File: src/common/iocs_pkg.sv
// Constants, field layout, state encoding and timing counts for the internal oscillator clock switch.
// Assumes one system clock at the rate of CLK_KHZ; all oscillator waveforms are modelled as levels on it.
package iocs_pkg;

  // ****************************************************************
  // Clock rate and oscillator figures
  // ****************************************************************
  localparam int CLK_KHZ      = 250000;
  localparam int HF_KHZ       = 16000;
  localparam int MF_KHZ       = 500;
  localparam int LF_KHZ       = 31;
  localparam int PLL_KHZ      = 32000;
  localparam int HF_START_NS  = 2000;
  localparam int MF_START_NS  = 2000;
  localparam int LF_START_NS  = 2000;
  localparam int PLL_LOCK_US  = 2000;

  localparam logic [15:0] HF_HALF  = 16'(CLK_KHZ / (2 * HF_KHZ));
  localparam logic [15:0] MF_HALF  = 16'(CLK_KHZ / (2 * MF_KHZ));
  localparam logic [15:0] LF_HALF  = 16'(CLK_KHZ / (2 * LF_KHZ));
  localparam logic [15:0] PLL_HALF = 16'(CLK_KHZ / (2 * PLL_KHZ));
  localparam logic [15:0] EXT_HALF = 16'h0001;

  // Least times round up to whole cycles.
  localparam logic [19:0] HF_START_CYC = 20'((HF_START_NS * (CLK_KHZ / 1000) + 999) / 1000);
  localparam logic [19:0] MF_START_CYC = 20'((MF_START_NS * (CLK_KHZ / 1000) + 999) / 1000);
  localparam logic [19:0] LF_START_CYC = 20'((LF_START_NS * (CLK_KHZ / 1000) + 999) / 1000);
  localparam int          PLL_LOCK_CYC = PLL_LOCK_US * (CLK_KHZ / 1000);

  // ****************************************************************
  // Sources and frequency codes
  // ****************************************************************
  localparam int         NUM_OSC  = 4;
  localparam logic [2:0] SRC_LF   = 3'h0;
  localparam logic [2:0] SRC_MF   = 3'h1;
  localparam logic [2:0] SRC_HF   = 3'h2;
  localparam logic [2:0] SRC_PLL  = 3'h3;
  localparam logic [2:0] SRC_EXT  = 3'h4;

  localparam logic [15:0] SRC_HALF  [0:3] = '{LF_HALF, MF_HALF, HF_HALF, PLL_HALF};
  localparam logic [19:0] SRC_START [0:2] = '{LF_START_CYC, MF_START_CYC, HF_START_CYC};

  localparam logic [3:0] FREQ_HF_8M  = 4'he;
  localparam logic [3:0] FREQ_MF_TOP = 4'h7;
  localparam logic [3:0] FREQ_MF_LOW = 4'h3;
  localparam logic [1:0] SYSCLK_CFG  = 2'h0;
  localparam logic [1:0] CFG_INTERNAL_OSC_BLOCK  = 2'h0;

  // ****************************************************************
  // Register map and fields
  // ****************************************************************
  localparam logic [3:0] REG_CTRL      = 4'h0;
  localparam logic [3:0] REG_STAT      = 4'h1;
  localparam logic [3:0] REG_CFG       = 4'h2;
  localparam int         CTRL_SCS_LSB  = 0;
  localparam int         CTRL_FREQ_LSB = 2;
  localparam int         CTRL_SPLL_BIT = 6;
  localparam logic [7:0] CTRL_RST      = 8'h00;
  localparam logic [7:0] CTRL_MASK     = 8'h7f;
  localparam int         STAT_BUSY_BIT = 4;
  localparam int         STAT_PLL_BIT  = 5;
  localparam int         STAT_EXT_BIT  = 6;

  // ****************************************************************
  // State encodings
  // ****************************************************************
  typedef enum logic [2:0] {
    ST_IDLE   = 3'b000,
    ST_WARM   = 3'b001,
    ST_START  = 3'b010,
    ST_SWITCH = 3'b011,
    ST_UPDATE = 3'b100
  } iocs_state_e;

  typedef enum logic [1:0] {
    SW_FOLLOW = 2'b00,
    SW_FALL   = 2'b01,
    SW_HOLD   = 2'b10
  } iocs_sw_e;

endpackage : iocs_pkg

File: src/hdl/iocs_glitch_switch.sv
// Glitch-free handover of the output clock level from the current to the new oscillator level.
// Assumes both levels are flop outputs on clk and that the current level keeps toggling.
`timescale 1ns/1ps
`default_nettype none

module iocs_glitch_switch
  import iocs_pkg::*;
(
  // Clock and reset
  input  wire logic        clk,
  input  wire logic        rst_n,
  // Request
  input  wire logic        start,
  input  wire logic [15:0] cur_half,
  // Clock levels
  input  wire logic        cur_lvl,
  input  wire logic        new_lvl,
  // Result
  output logic             clk_out,
  output logic             busy,
  output logic             done
);

  iocs_sw_e    state_reg;
  logic        cur_prev_reg;
  logic        new_prev_reg;
  logic        new_fell_reg;
  logic [15:0] hold_cnt_reg;
  logic [15:0] half_reg;
  logic        cur_fall;
  logic        new_rise;

  assign cur_fall = cur_prev_reg & ~cur_lvl;
  assign new_rise = ~new_prev_reg & new_lvl;

  always_ff @(posedge clk or negedge rst_n) begin
    if (!rst_n) begin
      cur_prev_reg <= 1'b0;
      new_prev_reg <= 1'b0;
    end else begin
      cur_prev_reg <= cur_lvl;
      new_prev_reg <= new_lvl;
    end
  end

  // The low gap lasts a whole low phase of the new clock and at least the old low phase,
  // so the gap is never shorter than either low phase; the first follow cycle after done still samples the old level.
  always_ff @(posedge clk or negedge rst_n) begin
    if (!rst_n) begin
      state_reg    <= SW_FOLLOW;
      clk_out      <= 1'b0;
      done         <= 1'b0;
      new_fell_reg <= 1'b0;
      hold_cnt_reg <= 16'h0000;
      half_reg     <= 16'h0000;
    end else begin
      done <= 1'b0;
      case (state_reg)
        SW_FOLLOW: begin
          clk_out <= cur_lvl;
          if (start) begin
            half_reg  <= cur_half;
            state_reg <= SW_FALL;
          end
        end
        SW_FALL: begin
          clk_out <= cur_lvl;
          if (cur_fall) begin
            state_reg    <= SW_HOLD;
            hold_cnt_reg <= 16'h0001;
            new_fell_reg <= 1'b0;
          end
        end
        SW_HOLD: begin
          clk_out <= 1'b0;
          if (hold_cnt_reg != 16'hffff) begin
            hold_cnt_reg <= hold_cnt_reg + 16'h0001;
          end
          if (new_prev_reg && !new_lvl) begin
            new_fell_reg <= 1'b1;
          end
          if (new_fell_reg && new_rise && hold_cnt_reg >= half_reg) begin
            clk_out   <= 1'b1;
            done      <= 1'b1;
            state_reg <= SW_FOLLOW;
          end
        end
        default: begin
          state_reg <= SW_FOLLOW;
        end
      endcase
    end
  end

  always_ff @(posedge clk or negedge rst_n) begin
    if (!rst_n) begin
      busy <= 1'b0;
    end else begin
      busy <= (state_reg != SW_FOLLOW) || start;
    end
  end
endmodule : iocs_glitch_switch

`default_nettype wire

File: src/hdl/iocs_internal_osc_clock_switch.sv
// Top of the internal oscillator clock switch: register port, source selection, oscillator power,
// start-up sequencing and status. Assumes configuration straps are stable at reset release and that
// the register master follows the one-cycle strobe protocol with read data one cycle later.
//
// Summary of operation
// - Code 1110 selects 8 MHz high oscillator.
// - PLL enabled by software or config bit.
// - Config PLL forces PLL, removes plain 8 MHz.
// - No PLL while system select is 1x.
// - Sleeping new oscillator starts up first.
// - Wait for falling edge of current clock.
// - Hold low until new clock rises.
// - Update status, then mark switch complete.
// - Status shows each oscillator running state.
// - Same-source change has no start-up delay.
//
// Chosen here: the register addresses and the plain strobed port.
`timescale 1ns/1ps
`default_nettype none

module iocs_internal_osc_clock_switch
  import iocs_pkg::*;
#(
  parameter int PLL_LOCK_CYCLES = PLL_LOCK_CYC,
  parameter int ADDR_W          = 4
) (
  // Clock and reset
  input  wire logic              clk,
  input  wire logic              rst_b,
  // Configuration word
  input  wire logic [1:0]        cfg_osc_source_sel,
  input  wire logic              cfg_pll_enable,
  // External clock level
  input  wire logic              ext_clk_level,
  // Register port
  input  wire logic [ADDR_W-1:0] reg_addr,
  input  wire logic [7:0]        reg_wr_data,
  input  wire logic              reg_wr_en,
  input  wire logic              reg_rd_en,
  output logic      [7:0]        reg_rd_data,
  // Clock and status
  output logic                   sysclk_out,
  output logic      [3:0]        osc_running,
  output logic                   switch_busy
);

  // ****************************************************************
  // Reset synchroniser and configuration capture
  // ****************************************************************
  logic rst_meta_n;
  logic rst_n;

  always_ff @(posedge clk or negedge rst_b) begin
    if (!rst_b) begin
      rst_meta_n <= 1'b0;
      rst_n      <= 1'b0;
    end else begin
      rst_meta_n <= 1'b1;
      rst_n      <= rst_meta_n;
    end
  end

  logic       cfg_taken_reg;
  logic [1:0] cfg_src_reg;
  logic       cfg_pll_reg;

  // Straps are caught by a clocked process once reset has released.
  always_ff @(posedge clk or negedge rst_n) begin
    if (!rst_n) begin
      cfg_taken_reg <= 1'b0;
      cfg_src_reg   <= 2'h0;
      cfg_pll_reg   <= 1'b0;
    end else if (!cfg_taken_reg) begin
      cfg_taken_reg <= 1'b1;
      cfg_src_reg   <= cfg_osc_source_sel;
      cfg_pll_reg   <= cfg_pll_enable;
    end
  end

  // ****************************************************************
  // Control register and source selection
  // ****************************************************************
  logic [7:0] osc_control_reg;
  logic [7:0] osc_status_reg;
  logic [1:0] sysclk_select;
  logic [3:0] internal_osc_block_freq_select;
  logic       sw_pll_enable;
  logic       internal_osc_block_path;
  logic       cfg_internal_osc_block_path;
  logic       pll_enabled;
  logic       pll_use;
  logic [2:0] tgt_src;
  logic [2:0] tgt_div;

  always_ff @(posedge clk or negedge rst_n) begin
    if (!rst_n) begin
      osc_control_reg <= CTRL_RST;
    end else if (reg_wr_en && reg_addr == ADDR_W'(REG_CTRL)) begin
      osc_control_reg <= reg_wr_data & CTRL_MASK;
    end
  end

  assign sysclk_select      = osc_control_reg[CTRL_SCS_LSB +: 2];
  assign internal_osc_block_freq_select = osc_control_reg[CTRL_FREQ_LSB +: 4];
  assign sw_pll_enable      = osc_control_reg[CTRL_SPLL_BIT];

  // The internal block drives the system clock either by config choice or by forced select.
  assign cfg_internal_osc_block_path = (sysclk_select == SYSCLK_CFG) && (cfg_src_reg == CFG_INTERNAL_OSC_BLOCK);
  assign internal_osc_block_path     = sysclk_select[1] || cfg_internal_osc_block_path;
  assign pll_enabled     = sw_pll_enable || cfg_pll_reg;
  assign pll_use         = pll_enabled && cfg_internal_osc_block_path;

  // Maps the frequency code to a source and a power-of-two post divider.
  function automatic logic [5:0] iocs_map(input logic [3:0] f, input logic p);
    logic [5:0] r;
    r = {SRC_LF, 3'h0};
    if (f == FREQ_HF_8M && p) begin
      r = {SRC_PLL, 3'h0};
    end else if (f[3]) begin
      r = {SRC_HF, ~f[2:0]};
    end else if (f >= FREQ_MF_LOW) begin
      r = {SRC_MF, 3'(FREQ_MF_TOP - f)};
    end
    return r;
  endfunction : iocs_map

  always_comb begin
    if (internal_osc_block_path) begin
      {tgt_src, tgt_div} = iocs_map(internal_osc_block_freq_select, pll_use);
    end else begin
      {tgt_src, tgt_div} = {SRC_EXT, 3'h0};
    end
  end

  // ****************************************************************
  // Switch sequencer
  // ****************************************************************
  iocs_state_e state_reg;
  logic [2:0]  act_src_reg;
  logic [2:0]  act_div_reg;
  logic [2:0]  pend_src_reg;
  logic [2:0]  pend_div_reg;
  logic [4:0]  src_rdy;
  logic [4:0]  src_lvl;
  logic        sw_done;
  logic        sw_clk;
  logic        sw_busy;
  logic [15:0] cur_half;

  always_ff @(posedge clk or negedge rst_n) begin
    if (!rst_n) begin
      state_reg    <= ST_IDLE;
      act_src_reg  <= SRC_LF;
      act_div_reg  <= 3'h0;
      pend_src_reg <= SRC_LF;
      pend_div_reg <= 3'h0;
    end else begin
      case (state_reg)
        ST_IDLE: begin
          if (cfg_taken_reg && {tgt_src, tgt_div} != {act_src_reg, act_div_reg}) begin
            pend_src_reg <= tgt_src;
            pend_div_reg <= tgt_div;
            state_reg    <= ST_WARM;
          end
        end
        ST_WARM: begin
          // A running source passes at once; a sleeping one waits out its start-up count.
          if (src_rdy[pend_src_reg]) begin
            state_reg <= ST_START;
          end
        end
        ST_START: begin
          state_reg <= ST_SWITCH;
        end
        ST_SWITCH: begin
          if (sw_done) begin
            act_src_reg <= pend_src_reg;
            act_div_reg <= pend_div_reg;
            state_reg   <= ST_UPDATE;
          end
        end
        ST_UPDATE: begin
          state_reg <= ST_IDLE;
        end
        default: begin
          state_reg <= ST_IDLE;
        end
      endcase
    end
  end

  // ****************************************************************
  // Oscillators
  // ****************************************************************
  // Only the active and the pending source are powered, plus the high oscillator under the PLL.
  for (genvar g = 0; g < NUM_OSC; g++) begin : g_osc
    localparam logic [2:0]  SRC_ID  = 3'(g);
    localparam logic [19:0] START_C = (g == int'(SRC_PLL)) ? 20'(PLL_LOCK_CYCLES) : SRC_START[g % 3];
    logic        used;
    logic        en;
    logic [2:0]  div;
    logic [15:0] half;

    assign used = (act_src_reg == SRC_ID) || (state_reg != ST_IDLE && pend_src_reg == SRC_ID);
    assign div  = (state_reg != ST_IDLE && pend_src_reg == SRC_ID) ? pend_div_reg : act_div_reg;
    assign half = SRC_HALF[g] << div;
    if (g == int'(SRC_HF)) begin : g_hf
      assign en = used || g_osc[SRC_PLL].used;
    end else if (g == int'(SRC_PLL)) begin : g_pll
      assign en = used && src_rdy[SRC_HF];
    end else begin : g_plain
      assign en = used;
    end

    iocs_osc_source u_osc (
      .clk          (clk),
      .rst_n        (rst_n),
      .enable       (en),
      .half         (half),
      .start_cycles (START_C),
      .ready        (src_rdy[g]),
      .level        (src_lvl[g])
    );
  end

  assign src_rdy[SRC_EXT] = 1'b1;
  assign src_lvl[SRC_EXT] = ext_clk_level;
  assign cur_half = (act_src_reg == SRC_EXT) ? EXT_HALF : (SRC_HALF[act_src_reg[1:0]] << act_div_reg);

  iocs_glitch_switch u_switch (
    .clk      (clk),
    .rst_n    (rst_n),
    .start    (state_reg == ST_START),
    .cur_half (cur_half),
    .cur_lvl  (src_lvl[act_src_reg]),
    .new_lvl  (src_lvl[pend_src_reg]),
    .clk_out  (sw_clk),
    .busy     (sw_busy),
    .done     (sw_done)
  );

  // ****************************************************************
  // Status, outputs and read port
  // ****************************************************************
  always_ff @(posedge clk or negedge rst_n) begin
    if (!rst_n) begin
      osc_status_reg <= 8'h00;
    end else begin
      osc_status_reg[NUM_OSC-1:0]   <= src_rdy[NUM_OSC-1:0];
      osc_status_reg[STAT_BUSY_BIT] <= (state_reg != ST_IDLE) || sw_busy;
      osc_status_reg[STAT_PLL_BIT]  <= (act_src_reg == SRC_PLL);
      osc_status_reg[STAT_EXT_BIT]  <= (act_src_reg == SRC_EXT);
      osc_status_reg[7]             <= 1'b0;
    end
  end

  always_ff @(posedge clk or negedge rst_n) begin
    if (!rst_n) begin
      sysclk_out  <= 1'b0;
      osc_running <= 4'h0;
      switch_busy <= 1'b0;
    end else begin
      sysclk_out  <= sw_clk;
      osc_running <= osc_status_reg[NUM_OSC-1:0];
      switch_busy <= osc_status_reg[STAT_BUSY_BIT];
    end
  end

  always_ff @(posedge clk or negedge rst_n) begin
    if (!rst_n) begin
      reg_rd_data <= 8'h00;
    end else if (reg_rd_en) begin
      case (reg_addr)
        ADDR_W'(REG_CTRL): reg_rd_data <= osc_control_reg;
        ADDR_W'(REG_STAT): reg_rd_data <= osc_status_reg;
        ADDR_W'(REG_CFG):  reg_rd_data <= {5'h00, cfg_pll_reg, cfg_src_reg};
        default:           reg_rd_data <= 8'h00;
      endcase
    end else begin
      reg_rd_data <= 8'h00;
    end
  end
endmodule : iocs_internal_osc_clock_switch

`default_nettype wire

File: src/hdl/iocs_osc_source.sv
// One oscillator model: start-up count after enable, then a square level of programmable half period.
// Assumes enable and half period come from the switch controller on the same clock.
`timescale 1ns/1ps
`default_nettype none

module iocs_osc_source (
  // Clock and reset
  input  wire logic        clk,
  input  wire logic        rst_n,
  // Control
  input  wire logic        enable,
  input  wire logic [15:0] half,
  input  wire logic [19:0] start_cycles,
  // State
  output logic             ready,
  output logic             level
);

  logic [19:0] start_cnt_reg;
  logic [15:0] phase_cnt_reg;

  // A powered-down oscillator loses its start-up credit and must count again.
  always_ff @(posedge clk or negedge rst_n) begin
    if (!rst_n) begin
      start_cnt_reg <= 20'h0_0000;
      ready         <= 1'b0;
    end else if (!enable) begin
      start_cnt_reg <= 20'h0_0000;
      ready         <= 1'b0;
    end else if (!ready) begin
      start_cnt_reg <= start_cnt_reg + 20'h0_0001;
      ready         <= (start_cnt_reg + 20'h0_0001 >= start_cycles);
    end
  end

  // Compare with >= so a shorter half period taking effect mid-phase ends the phase at once instead of letting the counter run past it.
  always_ff @(posedge clk or negedge rst_n) begin
    if (!rst_n) begin
      phase_cnt_reg <= 16'h0000;
      level         <= 1'b0;
    end else if (!ready) begin
      phase_cnt_reg <= 16'h0000;
      level         <= 1'b0;
    end else if (phase_cnt_reg + 16'h0001 >= half) begin
      phase_cnt_reg <= 16'h0000;
      level         <= ~level;
    end else begin
      phase_cnt_reg <= phase_cnt_reg + 16'h0001;
    end
  end

endmodule : iocs_osc_source

`default_nettype wire

File: config.mk
export PLATFORM = sky130hd
export DESIGN_NAME = iocs_internal_osc_clock_switch
export DESIGN_NICKNAME = d
export VERILOG_FILES = /design/src/common/iocs_pkg.sv /design/src/hdl/iocs_glitch_switch.sv /design/src/hdl/iocs_internal_osc_clock_switch.sv /design/src/hdl/iocs_osc_source.sv
export SDC_FILE = /design/constraint.sdc
export NUM_CORES = 1
export LEC_CHECK = 0
export ABC_AREA = 1
export BUFFER_PORTS_ARGS = -buffer_cell sky130_fd_sc_hd__buf_4
export CAP_MARGIN = 20
export CORE_ASPECT_RATIO = 0.75
export CORE_MARGIN = 3
export CORE_UTILIZATION = 46
export DETAILED_ROUTE_END_ITERATION = 10
export PLACE_DENSITY_LB_ADDON = 0.12
export SKIP_CTS_REPAIR_TIMING = 1
export SYNTH_ARGS = -nofsm -noshare
export SYNTH_HDL_FRONTEND = slang
export SYNTH_SLANG_ARGS = --single-unit
File: constraint.sdc
create_clock -name clk -period 10.5 [get_ports clk]
set_input_delay 2.1 -clock clk [delete_from_list [all_inputs] [get_ports clk]]
set_output_delay 2.1 -clock clk [all_outputs]
set_load 0.05 [all_outputs]
==> flow_summary.yaml <==
outcome:
  outcome: "finished clean"
run:
  maxCapViolations: 0
floorplan:
  dieArea_um2: 33700
  die_w_um: 211
  pin_count: 34
  num_rows: 55
  core-area_um2: 30600
  start_util_pct: 47.4
  dieHeight_um: 160
place:
  portBuffers: 31
  gp_congestion: 0.878
  post-dp-hpwl_mm: 24.5
finish:
  areaGrowthSynthToFinish_pct: 10.2
  nets: 2028
  utilization_pct: 52.2
  drive_above_1_share_pct: 7.44
  largest_reg_flops: 80
  antenna_cells: 0
  fill_cells: 2965
clocking:
  htreeDepth: 1
  root_buffer: "clkbuf_16"
  clock_path_buffers: 3
  cts_tree: "yes"
  clkTransAtPathRegs_ps: 60
  cts_buffers: 26
  cts.sinks: 240
  clkLatencyLatePin_ps: 550
hold_path:
  holdCritPathClass: "flip-flop to flip-flop"
detailed_routing:
  drc_errors: 0
  wl_per_cell_um: 14.1
  dr.pass1.iters: 6
  antenna_left: 0
  routed_wl_mm: 33.0
  drt-vias-per-instance: 5.11
  drt-initial-drc-count: 974
  vias: 12000
global_route:
  antenna_found_initial: 0
  overflow: 0
  grt_max_degree: 72
  grt_pass1_vias: 11400
  grt_pass1_wl_mm: 56.3
  grt_use_total_pct: 19.8
synthesis:
  netlist_area_um2: 14500
  async_reset_ff_share_pct: 100
  ys_ff_latch: 240
  synth_top_area_cell: "dfrtp_1"
  synth_area_leaders: "dfrtp_1 41%, nand2_1 11%, inv_1 7.6%"
  syn_inst: 1885
  synth_cell_types: 52
  synth_top_area_share_pct: 41.5
  synth_flop_cell: "dfrtp_1"
  syn_area_per_cell_um2: 7.68
  synth_edf_count: 0
  yosysSeqAreaShare_pct: 41.5
  yosysWarnings: 0
timing:
  fin_crit_sh_pct: 35.0
  worst_hold_slack_ps: 353
  max_freq_ghz: 0.272
  finalClockSkew_ps: 25.4
  finalSetupViolCount: 0
  rsz0062_at_grt: "no"
  hold_viol_final: 0
  finalCriticalPeriod_ps: 3680
  slew_viol_final: 0
  relSlewSlack_pct: 40.9
  worst_pin_slew_ps: 886
  fin_tns_setup_ps: 0
power_and_ir_drop:
  p_leak_uw: 0.00776
  ir_drop_mv: 0.108
  power_density_nw_per_um2: 122
critical_path:
  path_max_fanout: 14
  cp_data_required_time_ps: 10960
  cp.arrival_ps: 4130
  critPathLaunchType: "flip-flop"
  critical_path_class: "flip-flop to flip-flop"
  critPathCaptureType: "flip-flop"
## cell usage in the layout (no fill, tap or decap), drive strengths merged, types with 2 or more instances in the layout
cell type  count
a21o           2
a21oi         60
a22oi          3
buf           34
clkbuf        36
clkinv         7
conb          17
dfrtp        240
ha            75
inv          303
mux2           3
nand2        430
nand3        134
nand3b         5
nand4         40
nor2         214
nor3          53
nor4           3
o211ai         3
o21a           5
o21ai        101
o21bai        10
o221ai        10
o22ai         48
o31ai          2
or2           12
xnor2         10
xor2          79
## area by class of cell
type	instances	area, um2	area share [%]
tap	399	499	3.13
multi-input combinational	1327	7240	45.4
inverter	304	1140	7.17
timing repair buffer	34	255	1.60
clock inverter	7	78.8	0.494
clock buffer	36	728	4.56
sequential	240	6010	37.7
## power breakdown
group	total, uW	switching (uW)	internal [uW]
Sequential	959	18.9	941
Combinational	102	69.9	31.8
Clock	885	378	507
Total	1950	467	1480
## routing by layer
metal	vias up	track usage (%)	part of all wire, %
met2	233	29.2	41
met3	44	2.97	4.6
met1	5543	30.8	52
met5	-	0	0
met4	0	4.11	1.8
li1	6180	-	-
## path summary, 6_finish.rpt
path	from	cells past startpoint	endpoint	slack, ps
setup / recovery	state_reg[2]$_DFFE_PN0P_	16	g_osc[0].u_osc.phase_cnt_reg[3]$_DFF_PN0_	6820
hold / removal	rst_meta_n$_DFF_PN0_	0	rst_n$_DFF_PN0_	350
setup reg to reg	state_reg[2]$_DFFE_PN0P_	16	g_osc[0].u_osc.phase_cnt_reg[3]$_DFF_PN0_	6820
hold reg to reg	rst_meta_n$_DFF_PN0_	0	rst_n$_DFF_PN0_	350
max in group asynchronous	rst_n$_DFF_PN0_	1	g_osc[0].u_osc.phase_cnt_reg[9]$_DFF_PN0_	8600
min in group asynchronous	rst_n$_DFF_PN0_	0	g_osc[2].u_osc.start_cnt_reg[18]$_DFFE_PN0P_	460
## cells by family after synthesis
logic type,count (synthesis),synth area share [%]
other,2,0.0519
DFF,240,41.5
buffers and inverters,333,8.93
muxes,3,0.233
xor gates and xnor gates,89,5.38
adders and majority gates,75,6.48
and+or+nand+nor,894,27.5
AOI/OAI and AO/OA,249,9.97
## cell usage after synthesis, types with 2 or more instances
cell	count
o211ai_1	3
o21ai_1	13
nand4_1	40
o21ai_2	3
nor3_1	46
inv_2	8
nand2_2	5
o21bai_1	9
nor2_1	188
o22ai_1	48
o31ai_1	2
xor2_1	79
nor4_1	3
clkbuf_1	12
nor3_2	7
xnor2_1	10
dfrtp_1	240
or2_2	12
a21o_1	2
nand3b_1	5
o21a_1	5
buf_2	13
o221ai_1	10
a22oi_1	3
nand2_1	424
nand3_1	131
ha_1	75
o21ai_0	85
a21oi_1	59
nand3_2	2
conb_1	2
mux2_2	3
inv_1	294
nor2_2	10
buf_4	2
nor2_4	16
## through the flow
step                area (um2)  total power (uW)  worst slack, ps  cells
floorplan                14500              1050             3320   1900
finish                   16000              1950             6820   2347
global route             16000              2030             6380   2347
global placement         15100              1080             6750   2304
CTS                      16000              1980             6850   2347
detailed placement       15100              1080             6750   2304
## worst max-delay path: stages, from the launching register on
cell     delay [ps]
dfrtp_1         400
nor2_1          100
nand2_2         120
nand2_1         110
nor3_2          300
inv_1           150
o21ai_1         370
inv_1           150
nor2_1          150
ha_1            260
a21oi_1         150
o21ai_0         100
nand2_1          60
nand4_1         510
inv_1           380
o21ai_0         140
a21oi_1         120
No activity file was read; power rests on OpenSTA's default activity.
